## config.mk

```make
export PLATFORM = sky130hd
export DESIGN_NAME = output_stage_control_regs
export DESIGN_NICKNAME = d
export VERILOG_FILES = /design/src/output_stage_pkg.sv /design/src/output_stage_control_regs.sv
export VERILOG_INCLUDE_DIRS = /design/src /design/src/src
export SDC_FILE = /design/constraint.sdc
export NUM_CORES = 1
export LEC_CHECK = 0
export ABC_AREA = 1
export BUFFER_PORTS_ARGS = -buffer_cell sky130_fd_sc_hd__buf_2
export CAP_MARGIN = 20
export CORE_MARGIN = 4
export CORE_UTILIZATION = 45
export DETAILED_ROUTE_END_ITERATION = 6
export PLACE_DENSITY_LB_ADDON = 0.15
export SYNTH_ARGS = -nofsm -noshare
export SYNTH_HDL_FRONTEND = slang
export SYNTH_SLANG_ARGS = --single-unit
export TNS_END_PERCENT = 30
```

## constraint.sdc

```tcl
create_clock -name clk -period 1.3 [get_ports clk]
set_input_delay 0.065 -clock clk [delete_from_list [all_inputs] [get_ports clk]]
set_output_delay 0.065 -clock clk [all_outputs]
set_load 0.01 [all_outputs]
```

## src/output_stage_defines.svh

```systemverilog
// Register offsets, field positions, reset values for the output stage control bank
`ifndef OUTPUT_STAGE_DEFINES_SVH
`define OUTPUT_STAGE_DEFINES_SVH
`define OFS_HP_DRIVER_CTRL 7'h26
`define OFS_RESERVED_BLOCK 7'h27
`define OFS_OUT_STAGE_CTRL 7'h28
`define OFS_ROUTE_VOL_LINK 7'h29
`define OFS_LEFT_VOLUME 7'h2B
`define OFS_RIGHT_VOLUME 7'h2C
`define HPD_MODE_MSB 5
`define HPD_MODE_LSB 3
`define HPD_SC_EN_BIT 2
`define HPD_SC_MODE_BIT 1
`define OSC_CM_MSB 7
`define OSC_CM_LSB 6
`define OSC_STEP_MSB 1
`define OSC_STEP_LSB 0
`define RVL_LEFT_MSB 7
`define RVL_LEFT_LSB 6
`define RVL_RIGHT_MSB 5
`define RVL_RIGHT_LSB 4
`define RVL_LINK_MSB 1
`define RVL_LINK_LSB 0
`define VOL_MUTE_BIT 7
`define HPD_WRITE_MASK 8'h3E
`define OSC_WRITE_MASK 8'hFF
`define RVL_WRITE_MASK 8'hFF
`define HPD_RESET 8'h00
`define OSC_RESET 8'h00
`define RVL_RESET 8'h00
`define VOL_RESET 8'h80
`define RESERVED_READ 8'h00
`endif

```

## src/output_stage_pkg.sv

```systemverilog
// Types shared by the output stage control bank
package output_stage_pkg;
    typedef enum logic [2:0] {
        RCOM_INV_MAIN = 3'h0,
        RCOM_MID_LEVEL = 3'h1,
        RCOM_SINGLE_ENDED = 3'h2,
        RCOM_INV_LEFT_COMMON = 3'h3,
        RCOM_EXT_FEEDBACK = 3'h4
    } rcom_mode_t;
    typedef enum logic [1:0] {
        STEP_PER_SAMPLE = 2'h0,
        STEP_PER_TWO = 2'h1,
        STEP_OFF = 2'h2
    } step_rate_t;
    typedef enum logic [1:0] {
        PATH_FIRST = 2'h0,
        PATH_THIRD = 2'h1,
        PATH_SECOND = 2'h2
    } dac_path_t;
    typedef struct packed {
        logic mute;
        logic [6:0] atten;
    } dac_volume_t;
    typedef struct packed {
        logic write_en;
        logic [6:0] addr;
        logic [7:0] wdata;
    } reg_write_t;
    typedef struct packed {
        logic [2:0] rcom_mode;
        logic short_prot_en;
        logic short_prot_shutdown;
        logic short_prot_limit;
        logic [1:0] cm_level;
        logic [1:0] step_rate;
        logic [1:0] left_route;
        logic [1:0] right_route;
    } analog_ctrl_t;
endpackage

```

## src/output_stage_control_regs.sv

```systemverilog
// Output stage control register bank of the audio codec
`timescale 1ns/1ps
`include "output_stage_defines.svh"
// ----------------------------------------------------------------------------
// ----------------------------------------------------------------------------
module output_stage_control_regs (
    input wire logic clk, // 25 MHz control clock
    input wire logic arst_n, // Asynchronous reset, active low
    input output_stage_pkg::reg_write_t wr, // Register write from control bus
    input wire logic [6:0] rd_addr, // Register read address
    output logic [7:0] rd_data, // Read data, registered
    input wire logic sample_period_tick, // One-cycle pulse per sample period
    output output_stage_pkg::analog_ctrl_t analog_ctrl, // Fields to analog network
    output output_stage_pkg::dac_volume_t left_volume_applied, // Left channel gain used
    output output_stage_pkg::dac_volume_t right_volume_applied // Right channel gain used
);
    // ------------------------------------------------------------------------
    // Storage
    // ------------------------------------------------------------------------
    logic [7:0] hp_driver_control;
    logic [7:0] output_stage_control;
    logic [7:0] dac_route_and_volume_link;
    logic [7:0] left_volume;
    logic [7:0] right_volume;
    logic [1:0] link_applied;

    // Masked write merge: read-only bits keep their stored value
    function automatic logic [7:0] merge_write(input logic [7:0] old, input logic [7:0] data,
                                               input logic [7:0] mask);
        merge_write = (old & ~mask) | (data & mask);
    endfunction

    // Picks the volume a channel obeys given the link code
    function automatic output_stage_pkg::dac_volume_t pick_volume(input logic follow_other,
                                                                  input logic [7:0] own,
                                                                  input logic [7:0] other);
        pick_volume = follow_other ? other : own;
    endfunction

    // ------------------------------------------------------------------------
    // Address decode
    // ------------------------------------------------------------------------
    // Writes to the reserved register select nothing, so they are dropped
    wire hit_hpd = wr.write_en && (wr.addr == `OFS_HP_DRIVER_CTRL);
    wire hit_osc = wr.write_en && (wr.addr == `OFS_OUT_STAGE_CTRL);
    wire hit_rvl = wr.write_en && (wr.addr == `OFS_ROUTE_VOL_LINK);
    wire hit_lv = wr.write_en && (wr.addr == `OFS_LEFT_VOLUME);
    wire hit_rv = wr.write_en && (wr.addr == `OFS_RIGHT_VOLUME);

    // Driver control: only D5..D1 are writable, D7,D6,D0 stay zero
    wire [7:0] next_hpd = merge_write(hp_driver_control, wr.wdata, `HPD_WRITE_MASK);
    wire [7:0] next_osc = merge_write(output_stage_control, wr.wdata, `OSC_WRITE_MASK);
    wire [7:0] next_rvl = merge_write(dac_route_and_volume_link, wr.wdata, `RVL_WRITE_MASK);

    // ------------------------------------------------------------------------
    // Register writes
    // ------------------------------------------------------------------------
    always_ff @(posedge clk or negedge arst_n) begin
        if (!arst_n) begin
            hp_driver_control <= `HPD_RESET;
            output_stage_control <= `OSC_RESET;
            dac_route_and_volume_link <= `RVL_RESET;
            left_volume <= `VOL_RESET;
            right_volume <= `VOL_RESET;
        end else begin
            if (hit_hpd) hp_driver_control <= next_hpd;
            if (hit_osc) output_stage_control <= next_osc;
            if (hit_rvl) dac_route_and_volume_link <= next_rvl;
            if (hit_lv) left_volume <= wr.wdata;
            if (hit_rv) right_volume <= wr.wdata;
        end
    end

    // Link code moves only on a sample tick so no sample sees half a change
    always_ff @(posedge clk or negedge arst_n) begin
        if (!arst_n) begin
            link_applied <= 2'h0;
        end else if (sample_period_tick) begin
            link_applied <= dac_route_and_volume_link[`RVL_LINK_MSB:`RVL_LINK_LSB];
        end
    end

    // ------------------------------------------------------------------------
    // Volume selection and field outputs
    // ------------------------------------------------------------------------
    // Codes 00 and 11 both leave the channels independent
    wire left_follows_right = (link_applied == 2'h1);
    wire right_follows_left = (link_applied == 2'h2);
    wire [7:0] left_sel = pick_volume(left_follows_right, left_volume, right_volume);
    wire [7:0] right_sel = pick_volume(right_follows_left, right_volume, left_volume);
    wire sc_en = hp_driver_control[`HPD_SC_EN_BIT];
    wire sc_mode = hp_driver_control[`HPD_SC_MODE_BIT];

    // Outputs are stored bits with light gating; protection mode only counts when enabled
    always_comb begin
        analog_ctrl.rcom_mode = hp_driver_control[`HPD_MODE_MSB:`HPD_MODE_LSB];
        analog_ctrl.short_prot_en = sc_en;
        analog_ctrl.short_prot_shutdown = sc_en & sc_mode;
        analog_ctrl.short_prot_limit = sc_en & ~sc_mode;
        analog_ctrl.cm_level = output_stage_control[`OSC_CM_MSB:`OSC_CM_LSB];
        analog_ctrl.step_rate = output_stage_control[`OSC_STEP_MSB:`OSC_STEP_LSB];
        analog_ctrl.left_route = dac_route_and_volume_link[`RVL_LEFT_MSB:`RVL_LEFT_LSB];
        analog_ctrl.right_route = dac_route_and_volume_link[`RVL_RIGHT_MSB:`RVL_RIGHT_LSB];
        left_volume_applied = left_sel;
        right_volume_applied = right_sel;
    end

    // ------------------------------------------------------------------------
    // Read path
    // ------------------------------------------------------------------------
    // Unmapped and reserved addresses read zero
    wire [7:0] rd_mux = (rd_addr == `OFS_HP_DRIVER_CTRL) ? hp_driver_control :
                        (rd_addr == `OFS_RESERVED_BLOCK) ? `RESERVED_READ :
                        (rd_addr == `OFS_OUT_STAGE_CTRL) ? output_stage_control :
                        (rd_addr == `OFS_ROUTE_VOL_LINK) ? dac_route_and_volume_link :
                        (rd_addr == `OFS_LEFT_VOLUME) ? left_volume :
                        (rd_addr == `OFS_RIGHT_VOLUME) ? right_volume : 8'h00;

    always_ff @(posedge clk or negedge arst_n) begin
        if (!arst_n) begin
            rd_data <= 8'h00;
        end else begin
            rd_data <= rd_mux;
        end
    end
endmodule

```

# Yosys cells after proc, flatten, opt, wreduce, memory -nomap -nowiden
# Cells that the tools add are included.
dict set report word_totals {
  reg_bits 50
  latch_bits 0
  ram_bits 0
  mem_bits_ro 0
  input_bits 26
  output_inout_bits 38
  elab_cells 37
  n_memories 0
}
dict set report op_classes {
  n_addsub 0
  multipliers 0
  div 0
  order_cmp 0
  eq_ne 13
  shifts 0
  muxes 8
  n_bitwise 4
  n_reduce_logical 5
}
# cell n
set ops {}
lappend ops {{$eq 7x6->1 const B} 11}
lappend ops {{$mux 8} 8}
lappend ops {{$or 8x6->8} 1}
lappend ops {{$logic_and 1x1->1} 5}
lappend ops {{$and 1x1->1} 2}
lappend ops {{$eq 2x1->1 const B} 1}
lappend ops {{$eq 2x2->1 const B} 1}
lappend ops {{$not 1->1} 1}

# Depth between registers and ports, before layout
# Gate-level depths: netlist of the first run.
dict set report logic_depth {
  word_depth 7
  mapped_depth 8
  depth_no_buf 7
}

# Worst setup path after synthesis of the first run
# Ideal clock, no wire load.
dict set report synth_path {
  path_kind {register to output}
  start {reg link_applied[0]}
  end {out left_volume_applied[4] (netlist bit)}
  t_arrival_ps 1054
  t_required_ps 1235
  setup_slack_ps 181
  stages_incl_launch_ff 5
  path_buffers 1
  cell_sequence {dfrtp_1 nand2_1 clkbuf_1 nor2_1 a21oi_1}
}
# element line
set synth_rtl {}
lappend synth_rtl {{from (decl)} output_stage_control_regs.sv:25} ;# logic [1:0] link_applied;
lappend synth_rtl {{from (signal assigned)} output_stage_control_regs.sv:79} ;# link_applied <= dac_route_and_volume_link[`RVL_LINK_MSB:`RVL_LINK_LSB];
lappend synth_rtl {{to (decl)} output_stage_control_regs.sv:14} ;# output output_stage_pkg::dac_volume_t left_volume_applied,

==> results of run 1 <==
-- through the flow --
step	power, W	cell area [µm²]	util (%)	std cells
after floorplan	0.00195	2340	-	301
after global placement	0.00214	2720	55.7	422
after detailed placement	0.00215	2720	55.7	422
after CTS	0.00315	2900	59.3	434
after global routing	0.00335	2960	60.6	434
final	0.00318	2960	60.6	434
-- critical path, delay by kind of cell (launching register included) --
family	cells	cell delay [ns]
flip-flops	1	0.48
buffers and inverters	2	0.24
AND/OR/NAND/NOR	2	0.23
AO/OA/AOI/OAI	1	0.04
-- placed cells by master, fill, tap and decap left out --
cell,count
o21ai_1,4
nor2_2,2
dlygate4sd3_1,1
buf_4,10
o21ai_2,4
inv_1,25
nand4_1,4
buf_2,63
dfrtp_2,2
buf_12,2
or2_2,4
nand3_1,26
buf_6,1
nand2_8,2
clkbuf_8,7
nor3_4,1
or2_0,1
inv_4,1
nor2_4,2
a21oi_1,2
dfrtp_1,43
nor2_1,22
clkbuf_1,1
a21oi_2,6
o21ai_0,46
inv_6,1
nand2_4,2
dfstp_2,2
nand2_1,80
-- cell families after synthesis --
group	count (synthesis)	share of synthesized area (%)
simple gates	144	26.4
buf+inv	48	9.91
compound gates	62	13.3
flops	47	50.5
-- flip-flops by register name, summed over array words and instances (netlist names) --
register	flops
dac_route_and_volume_link	8
hp_driver_control	5
left_volume	8
link_applied	2
output_stage_control	8
rd_data	8
right_volume	8
-- how the worst max path moves through the flow --
| stage | endpoint | cells past startpoint |
|---|---|---|
| floorplan | left_volume_applied[4] | 4 |
| global placement | rd_data[4] | 8 |
| detailed placement | rd_data[5] | 8 |
| CTS | left_volume_applied[6] | 4 |
| global route | right_volume_applied[5] | 5 |
| finish | right_volume_applied[5] | 5 |
-- per-layer routing --
layer  up-vias  share of wire, %
li1       1095                 -
met1      1001                47
met2        80                44
met3        12               6.6
met4         0               2.3
met5         -                 0
-- report_power, final --
| part | total (W) | switching, W | internal (W) |
|---|---|---|---|
| logic | 0.000554 | 0.000332 | 0.000221 |
| registers | 0.00166 | 0.0000974 | 0.00157 |
| clock network | 0.000962 | 0.000477 | 0.000486 |
| total | 0.00318 | 0.000907 | 0.00227 |
-- area by class of cell --
class                      count  area share, %
clock buffer                   8           3.39
inverter                      27           3.68
multi-input combinational    208           34.9
sequential                    47           39.9
tap                           67           2.84
timing repair buffer          77           15.3
-- repair_timing --
| action | in CTS | in global routing |
|---|---|---|
| setup endpoints to repair | 16 | 16 |
| pin swaps | 2 | 3 |
| endpoints found under the hold margin | 47 | 0 |
| gates resized for setup | 21 | 17 |
| cloned | 2 | 0 |
| setup buffers | 1 | 0 |
| hold buffers | 1 | 0 |
==> results.ini, run 1 <==
[setup_path]
max_stage_delay_ns=0.48
crit_required_ns=1.24
reg2reg_from=left_volume[7]
end_kind=output port
path_max_fanout=8
path_cells=inv_4, nand2_4, nor2_1, a21oi_2, buf_2
startpoint_type=flip-flop
reg2reg_to=rd_data[7]
worstPathArrival_ns=1.30
startpoint=link_applied[0]
slowest_stage=dfrtp_2
worst-r2r-setup-slack_ns=0.24
r2r_cells=4
worstSetupPathType=reg -> out

[die]
fp-row-count=25
io_pins=64
dieArea_um2=6410
die_h_um=80.1
die_x_um=80.1
start_util_pct=47.9
coreArea_um2=4880

[synth]
synth_edf_count=0
synth_most_common_cell=nand2_1
avgSynthCellArea_um2=7.76
yosysWarnings=0
synthTopCellsByArea=dfrtp_1 48%, nand2_1 13%, o21ai_0 12%
synthFlopType=dfrtp_1
synth_cells=301
seq_area_frac_synth_pct=50.5
ys_top_cells_by_count=82 x nand2_1, 54 x o21ai_0, 45 x dfrtp_1, 27 x inv_1, 26 x nand3_1
synth-async-reset-ratio_pct=100
synth-seq-cells=47
syn-cell-area_um2=2340
yosys.area.top_type_share_pct=48.2
syn_nets=327
yosysUniqueCellTypes=16
yosysTopAreaCell=dfrtp_1

[drt]
route.vias.total=2188
drtIter0Drc=115
drc=0
dr.pass1.iters=4
ant_nets=0
avgViaCountPerCell=5.04
post_drt_wl_per_cell_um=13.8
drt_wl_total_mm=6.00

[sta]
finalSetupTns_ns=-0.574
max_freq_mhz=732
worst_pin_slew_ns=0.359
finClkSkew_ns=0.00308
fin_ws_ns=-0.0652
setup-violations-final=16
period_minus_slack_ns=1.37
maxSlewViolCount=0
slew_headroom_pct=76.1
finalHoldViolations=0
whs_ns=0.0183
rsz0062_at_grt=true
post-route-period-util_pct=105

[grt]
grt_usage_pct=20.1
grt_max_degree=35
first_global_vias=2080
grt_pass1_wl_mm=9.97
use_met1_pct=28.6
grt_util_met3_pct=3.92
grt.overflow.total=0
grtUsageMet2_pct=30.4
antenna_found_initial=0
top_usage_layer=met2

[finish]
fill_cells=476
nets=392
area_delta_synth_final_pct=26.6
multi_input_area_um2=1030
antenna_cells=0
area.sequential_um2=1180
drive_above_1_share_pct=30.5

[cts]
cts_max_level=2
cts_made_buffers=5
clk_latency_ns=0.30
cts_sinks=47
cts_root_buf=clkbuf_8
cts_tree=built
clkTransAtPathRegs_ns=0.08
clock_path_buffers=2

[min_path]
hold_class=in -> reg
hold_path_end=link_applied[0]
min-delay-start=sample_period_tick
hold_path_depth=2

[placed_design]
portBuffers=63
pre_cts_ws_ns=0.0320
gp_congestion=0.859
hpwl_mm=4.20

[pwr]
ir_worst_vdd_uv=756
p_leak_nw=1.58
power_density_nw_per_um2=1080

[flow_run]
cap_violations=0

[run_status]
outcome=finished, violations left
violations=setup timing

Note: power is estimated with default switching activity, not from simulation.
==> inputs of run 2 (changes only) <==
Settings changed: RECOVER_POWER set to 50.
==> run 2 against run 1 <==
Against the previous run:
- the flow still finishes with violations (setup timing)
- hold slack got worse by 0.0016 ns
- clock power decreased by 1%
- via count increased by 0.14%
==> results.ini, run 2 (synthesis gave the netlist of run 1 again) <==
[sta]
max_freq_mhz=736
finalHoldViolations=0
slew_headroom_pct=46.9
finClkSkew_ns=0.00341
fin_ws_ns=-0.0587
worst_pin_slew_ns=0.796
rsz0062_at_grt=true
whs_ns=0.0167
period_minus_slack_ns=1.36
setup-violations-final=16
finalSetupTns_ns=-0.419
maxSlewViolCount=0
post-route-period-util_pct=105

[grt]
antenna_found_initial=0
grt_usage_pct=20.1
grt_max_degree=35
grt.overflow.total=0
first_global_vias=2080
grt_pass1_wl_mm=9.97

[drt]
dr.pass1.iters=4
drt_wl_total_mm=5.95
ant_nets=0
drtIter0Drc=119
route.vias.total=2191
post_drt_wl_per_cell_um=13.7
avgViaCountPerCell=5.05
drc=0

[cts]
clk_latency_ns=0.30
cts_tree=built
cts_made_buffers=5
cts_max_level=2
clkTransAtPathRegs_ns=0.08
clock_path_buffers=2
cts_sinks=47
cts_root_buf=clkbuf_8

[setup_path]
startpoint=link_applied[0]
reg2reg_from=left_volume[7]
path_max_fanout=8
worstPathArrival_ns=1.29
crit_required_ns=1.24
worstSetupPathType=reg -> out
startpoint_type=flip-flop
end_kind=output port

[pwr]
switchingPower_w=0.000891
comb_power_share_pct=17.2
clkPwrFrac_pct=30.2
p_sw_share_pct=28.2
p_leak_nw=1.57
power_density_nw_per_um2=1080
p_seq_share_pct=52.6
p_int_w=0.00227
ir_worst_vdd_uv=742

[finish]
multi_input_area_um2=1020
stdcell_count=434
area_delta_synth_final_pct=25.2
drive_above_1_share_pct=30.0
fin_util_pct=59.9
nets=392
layout_common_cells=80 x nand2_1, 62 x buf_2, 46 x o21ai_0
final_common_cell=nand2_1
area.sequential_um2=1180
antenna_cells=0
fill_cells=484

[placed_design]
portBuffers=63
gp_congestion=0.859
hpwl_mm=4.20
dp_cells=422

[die]
fp-row-count=25
start_util_pct=47.9
dieArea_um2=6410
coreArea_um2=4880
io_pins=64
die_h_um=80.1
die_x_um=80.1

[run_status]
outcome=finished, violations left
violations=setup timing

[flow_run]
cap_violations=0

[min_path]
min-delay-start=sample_period_tick
hold_class=in -> reg

run 2: changes by cell type in the layout (fill, tap and decap cells not counted), sizes merged:
cell,previous run,this run
buf,76,71
clkbuf,8,13
run 2: routing by layer:
| metal | vias to the layer above | GRT usage, % | routed length (µm) |
|---|---|---|---|
| li1 | 1097 | - | - |
| met1 | 1002 | 28.6 | 2750 |
| met2 | 80 | 30.4 | 2640 |
| met3 | 12 | 3.92 | 422 |
| met4 | 0 | 7.09 | 133 |
| met5 | - | 0 | 0 |
run 2: layout make-up:
cell class | instances | area share, %
repair buffers | 77 | 14.8
inverters | 27 | 3.72
well taps | 67 | 2.87
multi-input cells | 208 | 34.9
clock buffers | 8 | 3.42
flip-flops and latches | 47 | 40.4
run 2: worst max-delay path, cell delays in order, from the launching register on:
cell     delay [ns]
dfrtp_2        0.48
inv_4          0.11
nand2_4        0.10
nor2_1         0.14
a21oi_2        0.04
buf_2          0.13
run 2: repair_timing:
item                                   CTS  global route
buffers inserted                         1             0
gates cloned                             2             0
pin swaps                                2             3
setup endpoints to repair               16            16
endpoints found under the hold margin   47             0
hold buffers                             1             0
resized for setup                       21            17
run 2: worst paths after layout:
kind | cells past startpoint | slack (ns) | endpoint
setup / recovery | 5 | -0.06 | right_volume_applied[5]
hold / removal | 2 | 0.02 | link_applied[1]
setup reg to reg | 4 | 0.24 | rd_data[7]
hold reg to reg | 2 | 0.49 | output_stage_control[2]
max in group asynchronous | 3 | 0.18 | right_volume[3]
min in group asynchronous | 2 | 0.36 | output_stage_control[7]
run 2: stage by stage:
| step | area [µm²] | total power [W] | setup slack, ns |
|---|---|---|---|
| after detailed placement | 2720 | 0.00215 | 0.0320 |
| after global routing | 2930 | 0.00335 | -0.114 |
| after floorplan | 2340 | 0.00195 | 0.181 |
| final | 2930 | 0.00316 | -0.0587 |
| after global placement | 2720 | 0.00214 | 0.0556 |
| after CTS | 2900 | 0.00315 | -0.0327 |
run 2: power by group through the flow:
stage	combinational, W	clock [W]	sequential (W)
after floorplan	0.000294	0	0.00165
after global placement	0.000471	0	0.00167
after detailed placement	0.000480	0	0.00167
after CTS	0.000520	0.000976	0.00166
after global routing	0.000615	0.00105	0.00168
final	0.000543	0.000952	0.00166
==> inputs of run 3 (changes only) <==
Settings changed: CORE_MARGIN 4 to 2.
==> run 3 against run 2 <==
Against the previous run:
- the flow still finishes with violations (setup timing)
- register-to-register slack barely moved
- power rose by 11%
- wire length fell by 0.64%
- global-route usage rose by 0.91 points
- core utilization fell by 0.12 points
- maximum frequency fell by 0.45%
- cell count rose by 1.8%
- highest routed layer unchanged
==> results.ini, run 3 (synthesis gave the netlist of run 1 again) <==
[run_status]
outcome=finished, violations left
violations=setup timing

[sta]
period_minus_slack_ns=1.36
worst_pin_slew_ns=0.641
slew_headroom_pct=57.2
max_freq_mhz=733
setup-violations-final=12
fin_ws_ns=-0.0648
finClkSkew_ns=0.00622
finalHoldViolations=0
rsz0062_at_grt=true
maxSlewViolCount=0
post-route-period-util_pct=105

[placed_design]
dp_cells=428
placed_cell_area_um2=2730
portBuffers=63
gp_congestion=0.791
pre_cts_ws_ns=0.00542
hpwl_mm=4.08

[setup_path]
crit_required_ns=1.24
end_kind=output port
path_max_fanout=8
worstPathArrival_ns=1.30
r2r_cells=4
worstSetupPathType=reg -> out
reg2reg_to=rd_data[7]
reg2reg_from=left_volume[7]
startpoint_type=flip-flop
worst-r2r-setup-slack_ns=0.23

[cts]
cts_max_level=2
cts_made_buffers=5
cts_root_buf=clkbuf_8
cts_sinks=47
clkTransAtPathRegs_ns=0.09
clock_path_buffers=2
cts_tree=built
clk_latency_ns=0.30

[drt]
drc=0
ant_nets=0
drtIter0Drc=165
drt_wl_total_mm=5.91
route.vias.total=2181
avgViaCountPerCell=4.93
post_drt_wl_per_cell_um=13.4
dr.pass1.iters=4

[pwr]
p_sw_share_pct=26.6
p_int_w=0.00256
power.total_w=0.00350
comb_power_share_pct=16.2
power_density_nw_per_um2=1160
p_leak_nw=1.60
clkPwrFrac_pct=36.4
ir_worst_vdd_uv=774
switchingPower_w=0.000931
p_seq_share_pct=47.4

[min_path]
hold_path_end=link_applied[1]
hold_class=in -> reg
hold_path_depth=2
min-delay-start=sample_period_tick

[finish]
area_delta_synth_final_pct=29.1
antenna_cells=0
final_common_cell=nand2_1
nets=397
final_area_um2=3020
layout_common_cells=80 x nand2_1, 63 x buf_2, 46 x o21ai_0
drive_above_1_share_pct=31.5
stdcell_count=442

[grt]
grt_pass1_wl_mm=9.67
grt_usage_pct=21.0
antenna_found_initial=0
grt_max_degree=48
first_global_vias=1953
grt.overflow.total=0

[die]
io_pins=64
fp-row-count=26
die_x_um=76.1
start_util_pct=46.3
coreArea_um2=5040
dieArea_um2=5780
die_h_um=76.1

[flow_run]
cap_violations=0

==> run 3: cell type report <==
type	count	area, µm²
clock buffers	5	68.8
inverters	27	106
multi-input cells	208	1040
fillers	472	2030
repair buffers	82	464
flip-flops and latches	47	1180
clock inverters	3	67.6
well taps	70	87.6
==> run 3: stage by stage <==
step                      utilization [%]  TNS [ns]  hold WS, ns
after floorplan                         -         0       -0.231
after global placement               54.2         0       0.0701
after detailed placement             54.2         0       0.0685
after CTS                            57.8    -0.391       0.0110
after global routing                 59.8     -1.22       0.0275
final                                59.8    -0.371       0.0126
==> run 3: power by group through the flow <==
stage               registers, W  clock network [W]  logic, W
detailed placement       0.00167                  0  0.000479
global route             0.00167            0.00136  0.000636
finish                   0.00166            0.00127  0.000567
CTS                      0.00165            0.00129  0.000502
global placement         0.00167                  0  0.000469
floorplan                0.00165                  0  0.000294
==> run 3: what timing repair did <==
| item | CTS | global route |
|---|---|---|
| buffers inserted | 0 | 3 |
| resized for setup | 14 | 25 |
| hold buffers | 1 | 0 |
| pin swaps | 2 | 3 |
| setup endpoints to repair | 16 | 16 |
| gates cloned | 1 | 1 |
| endpoints found under the hold margin | 47 | 0 |
==> run 3: worst max-delay path, cell delays in order, from the launching register on <==
cell and delay [ns]:
dfrtp_2 0.45, buf_12 0.15, nand2_8 0.10, nor2_2 0.05, a21oi_2 0.10, buf_2 0.14
==> run 3: how the worst max path moves through the flow <==
stage	cells after the start	slack (ns)	endpoint	start
5_1_grt	5	-0.11	left_volume_applied[4]	link_applied[0]
4_1_cts	4	-0.04	right_volume_applied[7]	link_applied[0]
3_5_place_dp	8	0.005	rd_data[2]	rd_addr[2]
6_report	5	-0.06	left_volume_applied[4]	link_applied[0]
3_3_place_gp	8	0.04	rd_data[5]	rd_addr[2]
2_1_floorplan	4	0.18	left_volume_applied[4]	link_applied[0]
==> run 3: routing by layer <==
layer	GRT usage [%]	vias to the layer above	wire (µm)
met3	4.50	2	410
met5	0	-	0
met2	33.8	65	2830
met1	29.3	1012	2640
li1	-	1102	-
met4	4.91	0	25
